<file path="src/rtl/resizer_output_ctrl_regs.vh">
`ifndef RESIZER_OUTPUT_CTRL_REGS_VH
`define RESIZER_OUTPUT_CTRL_REGS_VH

// =============================================
// Register word addresses
`define ADDR_CAPACITY    4'h0
`define ADDR_ENABLE      4'h1
`define ADDR_PASS_MODE   4'h2
`define ADDR_SUBSAMPLE   4'h3
`define ADDR_FIRST_HI    4'h4
`define ADDR_FIRST_LO    4'h5
`define ADDR_PITCH       4'h6
`define ADDR_STATUS      4'h7

// =============================================
// Field layout and reset values
`define CAP_W            13
`define CAP_RESET        13'h1fff
`define PITCH_ZERO_BITS  5
`define ENABLE_BIT       0
`define SINGLE_PASS_BIT  0
`define CHROMA_BIT       1
`define LUMA_BIT         0

`endif

</file>
<file path="src/rtl/resizer_output_ctrl.v">
`timescale 1ns/10ps
`default_nettype none
`include "resizer_output_ctrl_regs.vh"

module resizer_output_ctrl (
  // Clock, enable and reset
  input  wire        core_clk,
  input  wire        reset_n,
  input  wire        clk_en,
  // Avalon-MM slave
  input  wire [5:0]  avs_address,
  input  wire        avs_read,
  input  wire        avs_write,
  input  wire [31:0] avs_writedata,
  input  wire [3:0]  avs_byteenable,
  output reg  [31:0] avs_readdata,
  output wire        avs_waitrequest,
  // Frame and line events from pipeline (same clock)
  input  wire        frame_sync_pulse,
  input  wire        line_done,
  input  wire        input_is_422,
  // Output steering
  output reg         path_active,
  output reg  [31:0] line_addr,
  output reg         luma_out_on,
  output reg         chroma_out_on,
  output reg         convert_420
);

  // =============================================
  // Registers
  reg [`CAP_W-1:0] chroma_line_capacity;    // Ring capacity
  reg              channel_b_enable;        // Path enable
  reg              single_pass_select;      // Pass mode
  reg              chroma_en_bit;           // Chroma enable field
  reg              luma_en_bit;             // Luma enable field
  reg [15:0]       first_hi;                // First address upper half
  reg [15:0]       first_lo;                // First address lower half
  reg [15:0]       line_pitch;              // Bytes per line slot
  reg              pass_done;               // Single pass finished
  reg              ack;                     // One wait cycle done
  reg              running;                 // Frame in progress
  wire [`CAP_W-1:0] slot;                   // Current ring slot
  wire [31:0]      region_first_addr;       // Assembled first address
  wire             access;                  // Read or write pending
  wire             wr_hit;                  // Write taken this edge
  wire [3:0]       word;                    // Word index
  wire [31:0]      slot_offset;             // Slot times pitch, full width

  // Operands widened first so the product is not cut to 16 bits
  assign slot_offset = {19'h00000, slot} * {16'h0000, line_pitch};

  assign region_first_addr = {first_hi, first_lo};
  assign access            = avs_read | avs_write;
  // One wait state: request taken on the edge where ack is high
  assign avs_waitrequest   = access & ~ack;
  assign wr_hit            = avs_write & ack & clk_en;
  assign word              = avs_address[5:2];

  // Full-word write only counts when the low lane is enabled
  function sel;
    input [3:0] a;
    input [3:0] want;
    begin
      sel = (a == want) & avs_byteenable[0];
    end
  endfunction

  // =============================================
  // Bus handshake
  // Ack pulses for one cycle so back-to-back requests each wait once
  always @(posedge core_clk or negedge reset_n) begin
    if (!reset_n) begin
      ack <= 1'b0;
    end else if (clk_en) begin
      ack <= access & ~ack;
    end
  end

  // =============================================
  // Register writes
  always @(posedge core_clk or negedge reset_n) begin
    if (!reset_n) begin
      chroma_line_capacity <= `CAP_RESET;
      single_pass_select   <= 1'b0;
      chroma_en_bit        <= 1'b0;
      luma_en_bit          <= 1'b0;
      first_hi             <= 16'h0000;
      first_lo             <= 16'h0000;
      line_pitch           <= 16'h0000;
    end else if (wr_hit) begin
      if (sel(word, `ADDR_CAPACITY)) begin
        chroma_line_capacity <= avs_writedata[`CAP_W-1:0];
      end
      if (sel(word, `ADDR_PASS_MODE)) begin
        single_pass_select <= avs_writedata[`SINGLE_PASS_BIT];
      end
      if (sel(word, `ADDR_SUBSAMPLE)) begin
        chroma_en_bit <= avs_writedata[`CHROMA_BIT];
        luma_en_bit   <= avs_writedata[`LUMA_BIT];
      end
      if (sel(word, `ADDR_FIRST_HI)) begin
        first_hi <= avs_writedata[15:0];
      end
      if (sel(word, `ADDR_FIRST_LO)) begin
        first_lo <= avs_writedata[15:0];
      end
      if (sel(word, `ADDR_PITCH)) begin
        // Low bits forced so pitch stays a 32-byte multiple
        line_pitch <= {avs_writedata[15:`PITCH_ZERO_BITS],
                       {`PITCH_ZERO_BITS{1'b0}}};
      end
    end
  end

  // =============================================
  // Enable bit and single-pass end
  // Hardware clear on frame sync wins over a same-cycle software set,
  // so a pass cannot silently restart on the edge that ended it.
  always @(posedge core_clk or negedge reset_n) begin
    if (!reset_n) begin
      channel_b_enable <= 1'b0;
      pass_done        <= 1'b0;
      running          <= 1'b0;
    end else if (clk_en) begin
      if (frame_sync_pulse & channel_b_enable & single_pass_select & running) begin
        channel_b_enable <= 1'b0;
        pass_done        <= 1'b1;
        running          <= 1'b0;
      end else begin
        if (wr_hit & sel(word, `ADDR_ENABLE)) begin
          channel_b_enable <= avs_writedata[`ENABLE_BIT];
          if (avs_writedata[`ENABLE_BIT]) begin
            pass_done <= 1'b0;
          end
        end
        // A frame starts only at sync while enabled
        if (frame_sync_pulse) begin
          running <= channel_b_enable;
        end else if (!channel_b_enable) begin
          running <= 1'b0;
        end
      end
    end
  end

  // =============================================
  // Line ring
  line_slot_ring u_ring (
    .core_clk    (core_clk),
    .reset_n     (reset_n),
    .clk_en      (clk_en),
    .frame_start (frame_sync_pulse),
    .line_done   (line_done & running),
    .capacity    (chroma_line_capacity),
    .slot        (slot)
  );

  // =============================================
  // Output address and format steering
  always @(posedge core_clk or negedge reset_n) begin
    if (!reset_n) begin
      line_addr     <= 32'h00000000;
      path_active   <= 1'b0;
      luma_out_on   <= 1'b0;
      chroma_out_on <= 1'b0;
      convert_420   <= 1'b0;
    end else if (clk_en) begin
      // 13x16 product fits in 29 bits of the 32-bit offset
      line_addr   <= region_first_addr + slot_offset;
      path_active <= running;
      if (input_is_422 && (chroma_en_bit || luma_en_bit)) begin
        chroma_out_on <= chroma_en_bit;
        luma_out_on   <= luma_en_bit;
        convert_420   <= 1'b1;
      end else begin
        // Enables ignored off 4:2:2, or both low: plain 4:2:2 out
        chroma_out_on <= 1'b1;
        luma_out_on   <= 1'b1;
        convert_420   <= 1'b0;
      end
    end
  end

  // =============================================
  // Read data, reserved bits zero
  always @(posedge core_clk or negedge reset_n) begin
    if (!reset_n) begin
      avs_readdata <= 32'h00000000;
    end else if (clk_en) begin
      if (avs_read & ~ack) begin
        case (word)
          `ADDR_CAPACITY:  avs_readdata <= {19'h00000, chroma_line_capacity};
          `ADDR_ENABLE:    avs_readdata <= {31'h00000000, channel_b_enable};
          `ADDR_PASS_MODE: avs_readdata <= {31'h00000000, single_pass_select};
          `ADDR_SUBSAMPLE: avs_readdata <= {30'h00000000, chroma_en_bit, luma_en_bit};
          `ADDR_FIRST_HI:  avs_readdata <= {16'h0000, first_hi};
          `ADDR_FIRST_LO:  avs_readdata <= {16'h0000, first_lo};
          `ADDR_PITCH:     avs_readdata <= {16'h0000, line_pitch};
          `ADDR_STATUS:    avs_readdata <= {16'h0000, pass_done, running, 1'b0, slot};
          default:         avs_readdata <= 32'h00000000;  // Unmapped reads zero
        endcase
      end
    end
  end

endmodule // resizer_output_ctrl
`default_nettype wire

</file>
<file path="src/rtl/line_slot_ring.v">
`timescale 1ns/10ps
`default_nettype none
`include "resizer_output_ctrl_regs.vh"

module line_slot_ring (
  // Clock and reset
  input  wire                  core_clk,
  input  wire                  reset_n,
  input  wire                  clk_en,
  // Control
  input  wire                  frame_start,
  input  wire                  line_done,
  input  wire [`CAP_W-1:0]     capacity,
  // Slot
  output reg  [`CAP_W-1:0]     slot
);

  // =============================================
  // Slot counter
  // At-or-above-capacity check: capacity 3 gives slots 0..3 then 0
  always @(posedge core_clk or negedge reset_n) begin
    if (!reset_n) begin
      slot <= {`CAP_W{1'b0}};
    end else if (clk_en) begin
      if (frame_start) begin
        slot <= {`CAP_W{1'b0}};
      end else if (line_done) begin
        if (slot >= capacity) begin
          slot <= {`CAP_W{1'b0}};
        end else begin
          slot <= slot + {{(`CAP_W-1){1'b0}}, 1'b1};
        end
      end
    end
  end

endmodule // line_slot_ring
`default_nettype wire

</file>
<file path="config.mk">
export PLATFORM = sky130hd
export DESIGN_NAME = resizer_output_ctrl
export DESIGN_NICKNAME = d
export VERILOG_FILES = /design/src/rtl/resizer_output_ctrl.v /design/src/rtl/line_slot_ring.v
export VERILOG_INCLUDE_DIRS = /design/src /design/src/rtl
export SDC_FILE = /design/constraint.sdc
export NUM_CORES = 1
export LEC_CHECK = 0
export BUFFER_PORTS_ARGS = -buffer_cell sky130_fd_sc_hd__buf_2
export CAP_MARGIN = 15
export CORE_MARGIN = 2
export CORE_UTILIZATION = 55
export DETAILED_ROUTE_END_ITERATION = 16
export PLACE_DENSITY = 0.88
export SLEW_MARGIN = 20
export SYNTH_ARGS = -nofsm -noshare
export SYNTH_HDL_FRONTEND = slang
export SYNTH_SLANG_ARGS = --single-unit
</file>
<file path="constraint.sdc">
create_clock -name core_clk -period 7.04 [get_ports core_clk]
set_input_delay 1.056 -clock core_clk [delete_from_list [all_inputs] [get_ports core_clk]]
set_output_delay 1.056 -clock core_clk [all_outputs]
set_load 0.05 [all_outputs]
</file>
Word level (Yosys, flattened, before mapping)
Cells that the tools add are included.

Register bits: 144. Latch bits: 0. RAM bits: 0. Bits in read-only memories: 0. Bits of input ports: 50. Logic and storage cells: 80. Memories kept: 0.

$add $sub $neg: 2. Multipliers: 1. Div/mod/pow operators: 0. $lt $le $gt $ge: 1. Equal/unequal tests: 8. Shift-type cells: 0. Multiplexer cells: 15. Bitwise operators: 18. Reduce and logical (&&, ||, !) cells: 17.

Operators with widths (number): $pmux W16 S8 (1); $mux W13 (3); $add A32 B29 Y32 (1); $mul A13 B11 Y24 (1); $reduce_and A2 Y1 (10); $and A1 B1 Y1 (16); $eq A4 B3 Y1 const B (4); $add A13 B1 Y13 const B (1); $ge A13 B13 Y1 (1); $mux W1 (11); $eq A4 B2 Y1 const B (2); $reduce_bool A2 Y1 (3); $eq A4 B1 Y1 const B (1); $logic_not A4 Y1 (1); $ne A3 B2 Y1 const B (1); $reduce_and A3 Y1 (1); $logic_and A1 B1 Y1 (1); $logic_or A1 B1 Y1 (1); $not A1 Y1 (1); $or A1 B1 Y1 (1).

Longest topological paths before layout
Depth in word-level cells: 5. Depth in mapped cells: 29. Mapped depth without buffers: 27.

By module
From an unflattened synthesis, not the netlist that was laid out.

Cell total of the unflattened synthesis: 1266. Area, all modules: 12147.9 sq um.

Modules (own cells, without submodules): resizer_output_ctrl (times used 1, cells each 1148, area an instance 11095.6 sq um, seq. area each 2894.0 sq um); line_slot_ring (times used 1, cells each 118, area an instance 1052.3 sq um, seq. area each 325.3 sq um).

Worst setup path after synthesis
No wires, ideal clock.

Kind: register to register. Start point: register u_ring.slot[2]. End point: register line_addr[25]. Arrival time: 6.693 ns. Required time: 6.915 ns. Setup slack: 0.221 ns. Cell stages (with the launch flop): 29. Period minus slack after synthesis: 6.819 ns. Cell sequence: dfrtp_1 > clkbuf_1 > clkbuf_1 > nand2_1 > fa_1 > inv_1 > ha_1 > inv_1 > fa_1 > inv_1 > fa_1 > inv_1 > fa_1 > inv_1 > ha_1 > a2111o_1 > o22ai_1 > o21ai_0 > a21o_1 > a21oi_1 > xnor2_1 > ha_1 > a21oi_2 > o21ai_0 > a21o_2 > a41o_1 > a311oi_2 > xnor2_1 > mux2_4.

Word-level cells in the longest chain between the ends: 2.

Ends and longest elaborated chain: start: declaration (RTL line line_slot_ring.v:15) `` output reg [`CAP_W-1:0] slot ``; start signal: assignment (RTL line line_slot_ring.v:23) `` slot <= {`CAP_W{1'b0}}; ``; start signal: assignment (RTL line line_slot_ring.v:26) `` slot <= {`CAP_W{1'b0}}; ``; start signal: assignment (RTL line line_slot_ring.v:29) `` slot <= {`CAP_W{1'b0}}; ``; $mul A13 B11 Y24 (RTL line resizer_output_ctrl.v:51) `assign slot_offset = {19'h00000, slot} * {16'h0000, line_pitch};`; $add A32 B29 Y32 (RTL line resizer_output_ctrl.v:170) `line_addr <= region_first_addr + slot_offset;`; end signal: assignment (RTL line resizer_output_ctrl.v:170); end: declaration (RTL line resizer_output_ctrl.v:24) `output reg [31:0] line_addr,`.

No other way between the ends. A chain may end at the register's enable or synchronous reset.

Worst setup path after layout
Start point: register u_ring.slot[3]. End point: register line_addr[27].

Same word-level chain as after synthesis.

==> out/metrics.json <==
{
  "run_status": {"value": "finished clean"},
  "fillers": {"value": 1577},
  "dp_worst_setup_slack": {"value": 0.0149, "unit": "ns"},
  "post_route_cells_drive_above_1_share": {"value": 0.235},
  "hold_depth": {"value": 2},
  "fmax": {"value": 0.145, "unit": "GHz"},
  "fp.dieW": {"value": 153, "unit": "um"},
  "library_cell_appearing_most_often_on_the_critical_path": {"value": "sky130_fd_sc_hd__fa_1"},
  "area_fraction_of_the_dominant_cell_type_after_synthesis": {"value": 0.237},
  "worst_clock_skew": {"value": 0.00888, "unit": "ns"},
  "startpoint_of_the_worst_setup_timing_path": {"value": "u_ring.slot[3]$_DFFE_PN0P_"},
  "drt-pass1-iter-count": {"value": 7},
  "crit-reg2reg-launch": {"value": "u_ring.slot[3]$_DFFE_PN0P_"},
  "grt_pass1_wl": {"value": 54.3, "unit": "mm"},
  "power-per-cell-area": {"value": 166, "unit": "mW/mm^2"},
  "overall_routed_net_length": {"value": 34.2, "unit": "mm"},
  "synth_most_common_cell": {"value": "sky130_fd_sc_hd__nand2_1"},
  "die_outline_area": {"value": 0.0233, "unit": "mm^2"},
  "hp-start": {"value": "avs_readdata[1]$_DFFE_PN0P_"},
  "io_buffer_count": {"value": 81},
  "grt_util_all_layers": {"value": 0.291},
  "gp_congestion": {"value": 0.908},
  "crit_buf_inv": {"value": 5},
  "numCtsBuffers": {"value": 17},
  "min-delay-path-class": {"value": "flip-flop to flip-flop"},
  "setup_repair_after_global_routing_missed_its_margin": {"value": "yes"},
  "area_of_the_mapped_netlist": {"value": 0.0121, "unit": "mm^2"},
  "clock_latency": {"value": 0.44, "unit": "ns"},
  "finalWorstSetupSlack": {"value": 0.163, "unit": "ns"},
  "diodes": {"value": 0},
  "htreeDepth": {"value": 4},
  "design.core.area": {"value": 0.0218, "unit": "mm^2"},
  "flow.area_growth_from_synthesis": {"value": 14.6, "unit": "%"},
  "critical_path.top_delay_family": {"value": "adder cells"},
  "worst_path_required_time": {"value": 7.37, "unit": "ns"},
  "ff2ff_path_depth": {"value": 26},
  "synth_cell_type_count": {"value": 77},
  "synthesis.yosys.warnings": {"value": 0},
  "grt_start_max_net_pins": {"value": 76},
  "synth-async-reset-ratio": {"value": 1.00},
  "finalSetupViolCount": {"value": 0},
  "critical_path.max_fanout": {"value": 8},
  "power": {"value": 2.31, "unit": "mW"},
  "number_of_global_route_vias_before_repair": {"value": 10690},
  "core.rowCount": {"value": 54},
  "synth_edf_count": {"value": 0},
  "gate_count_after_technology_mapping": {"value": 1280},
  "die_height": {"value": 153, "unit": "um"},
  "syn_area_per_cell": {"value": 9.48, "unit": "um^2"},
  "synth.ff_latch_count": {"value": 128},
  "cts_root_buffer": {"value": "sky130_fd_sc_hd__clkbuf_16"},
  "post_detailed_route_wirelength_per_cell": {"value": 20.3, "unit": "um"},
  "multiInputGateArea": {"value": 0.00818, "unit": "mm^2"},
  "place_hpwl": {"value": 24.5, "unit": "mm"},
  "final-seq-area": {"value": 0.00324, "unit": "mm^2"},
  "cp_data_arrival_time": {"value": 7.20, "unit": "ns"},
  "vdd_drop_max": {"value": 0.000166, "unit": "V"},
  "slowest_cp_cell": {"value": "sky130_fd_sc_hd__fa_1"},
  "tritoncts": {"value": "done"},
  "timing.final.max_slew_violations": {"value": 0},
  "kind_of_end_point_of_the_critical_path": {"value": "flip-flop"},
  "ys_top_cells_by_area": {"value": "sky130_fd_sc_hd__dfrtp_1 24%, sky130_fd_sc_hd__fa_1 16%, sky130_fd_sc_hd__ha_1 10%"},
  "start_util": {"value": 0.558},
  "min_period_over_period": {"value": 0.977},
  "cts_buffer_depth": {"value": 2},
  "timing.critical_path.slowest_cell_delay": {"value": 0.57, "unit": "ns"},
  "cap_violations": {"value": 0},
  "worstSetupStartpointType": {"value": "flip-flop"},
  "global_route.overflow_total": {"value": 0},
  "critPathKind": {"value": "flip-flop to flip-flop"},
  "boundaryPins": {"value": 119},
  "dr_total_vias": {"value": 10413},
  "post-route-min-period": {"value": 6.88, "unit": "ns"},
  "slew_headroom": {"value": 0.271},
  "clkTransAtPathRegs": {"value": 0.07, "unit": "ns"},
  "remaining_drc_errors": {"value": 0},
  "num-nets-final": {"value": 1645},
  "drt_first_iter_violations": {"value": 1011},
  "clock_sink_count": {"value": 128},
  "rrSetupSlack": {"value": 0.16, "unit": "ns"},
  "drtAntennaViolNets": {"value": 0},
  "yosys.area.top_type": {"value": "sky130_fd_sc_hd__dfrtp_1"},
  "grt_antenna_before_repair": {"value": 0},
  "timing_hold_violations_final": {"value": 0},
  "reg2reg_to": {"value": "line_addr[27]$_DFFE_PN0P_"},
  "final.setup.tns": {"value": 0, "unit": "ns"},
  "holdPathEnd": {"value": "avs_readdata[1]$_DFFE_PN0P_"},
  "synthTopCellsByCount": {"value": "161 x sky130_fd_sc_hd__nand2_1, 158 x sky130_fd_sc_hd__inv_1, 115 x sky130_fd_sc_hd__dfrtp_1"},
  "worst-slew-pin-transition": {"value": 1.09, "unit": "ns"},
  "postSynth.topFlopCell": {"value": "sky130_fd_sc_hd__dfrtp_1"},
  "routed_via_density": {"value": 6.17},
  "synth.yosys.seq_area_share": {"value": 0.265},
  "leakage": {"value": 7.16, "unit": "nW"}
}
cells in the final DEF, fill, tap and decap left out, drive strengths merged, types with 13 or more instances in the layout:
cell,Yosys,routed
a21o,20,20
a21oi,43,43
a22o,16,16
and2,65,65
buf,29,149
clkbuf,40,18
conb,1,16
dfrtp,115,115
dfstp,13,13
fa,99,99
ha,101,101
inv,158,164
mux2,78,78
nand2,161,161
nand3,21,21
nor2,62,62
o21a,13,13
o21ai,56,56
xnor2,29,29
xor2,16,16
what timing repair did:
item                                    CTS  global route
resized for setup                         2            46
setup buffers                             0            14
endpoints found under the setup margin    1            11
endpoints found under the hold margin     0             0
hold buffers                              0             0
pin swaps                                 0            13
routing by layer:
layer | global-route usage | vias up | wire, um | part of all wire
li1 | - | 4511 | - | -
met1 | 0.362 | 5039 | 12400 | 0.36
met2 | 0.469 | 697 | 16200 | 0.47
met3 | 0.0879 | 166 | 3990 | 0.12
met4 | 0.129 | 0 | 1610 | 0.047
met5 | 0 | - | 0 | 0
logic make-up (layout without fill, tap and decap cells):
logic type,Yosys count,after routing,share of synthesized area
other,1,16,0.000309
buffers and inverters,228,341,0.0783
flip-flops,128,128,0.265
AND/OR/NAND/NOR,366,366,0.142
AO/OA/AOI/OAI,223,223,0.130
multiplexers,89,89,0.0838
adder cells (fa/ha/maj),200,200,0.267
XOR/XNOR,45,45,0.0325
where the power goes:
part	total [mW]	switching, mW	internal (mW)	leakage, nW
logic	0.484	0.331	0.153	5.19
clock network	0.916	0.384	0.531	0.293
registers	0.914	0.0893	0.825	1.67
cell type report:
| cell class | instances | area share |
|---|---|---|
| Multi-Input combinational cell | 939 | 0.588 |
| Sequential cell | 128 | 0.233 |
| Timing Repair Buffer | 150 | 0.0680 |
| Inverter | 159 | 0.0429 |
| Clock buffer | 17 | 0.0306 |
| Tap cell | 280 | 0.0252 |
| Clock inverter | 15 | 0.0125 |
state kept, by name, indices dropped and copies added (netlist names), 11 cells and up:
signal / cells
avs_readdata: 16
line_pitch: 11
first_lo: 16
u_ring.slot: 13
chroma_line_capacity: 13
line_addr: 32
first_hi: 16
worst register-to-register path, delay by kind of cell (launching register included):
kind / cells / cell delay, ns
AO/OA/AOI/OAI: 8 / 1.59
buffers and inverters: 5 / 0.40
adder cells (fa/ha/maj): 7 / 3.24
flip-flops: 1 / 0.49
multiplexers: 1 / 0.28
XOR/XNOR: 2 / 0.33
AND/OR/NAND/NOR: 3 / 0.42
how the worst max path moves through the flow:
stage | to | slack (ns) | cells past startpoint
floorplan | line_addr[25]$_DFFE_PN0P_ | 0.22 | 28
global placement | line_addr[25]$_DFFE_PN0P_ | 0.19 | 25
detailed placement | line_addr[25]$_DFFE_PN0P_ | 0.01 | 26
CTS | line_addr[25]$_DFFE_PN0P_ | 0.02 | 26
global route | line_addr[25]$_DFFE_PN0P_ | -0.1 | 25
finish | line_addr[27]$_DFFE_PN0P_ | 0.16 | 26
metrics by stage:
step,utilization,cell area (um^2),cells,hold WS [ns]
detailed placement,0.598,13000,1641,0.465
global route,0.639,13900,1688,0.516
finish,0.639,13900,1688,0.487
floorplan,-,12200,1295,0.475
CTS,0.626,13600,1673,0.483
global placement,0.598,13000,1641,0.456
Power figures use the tool's default switching activity.
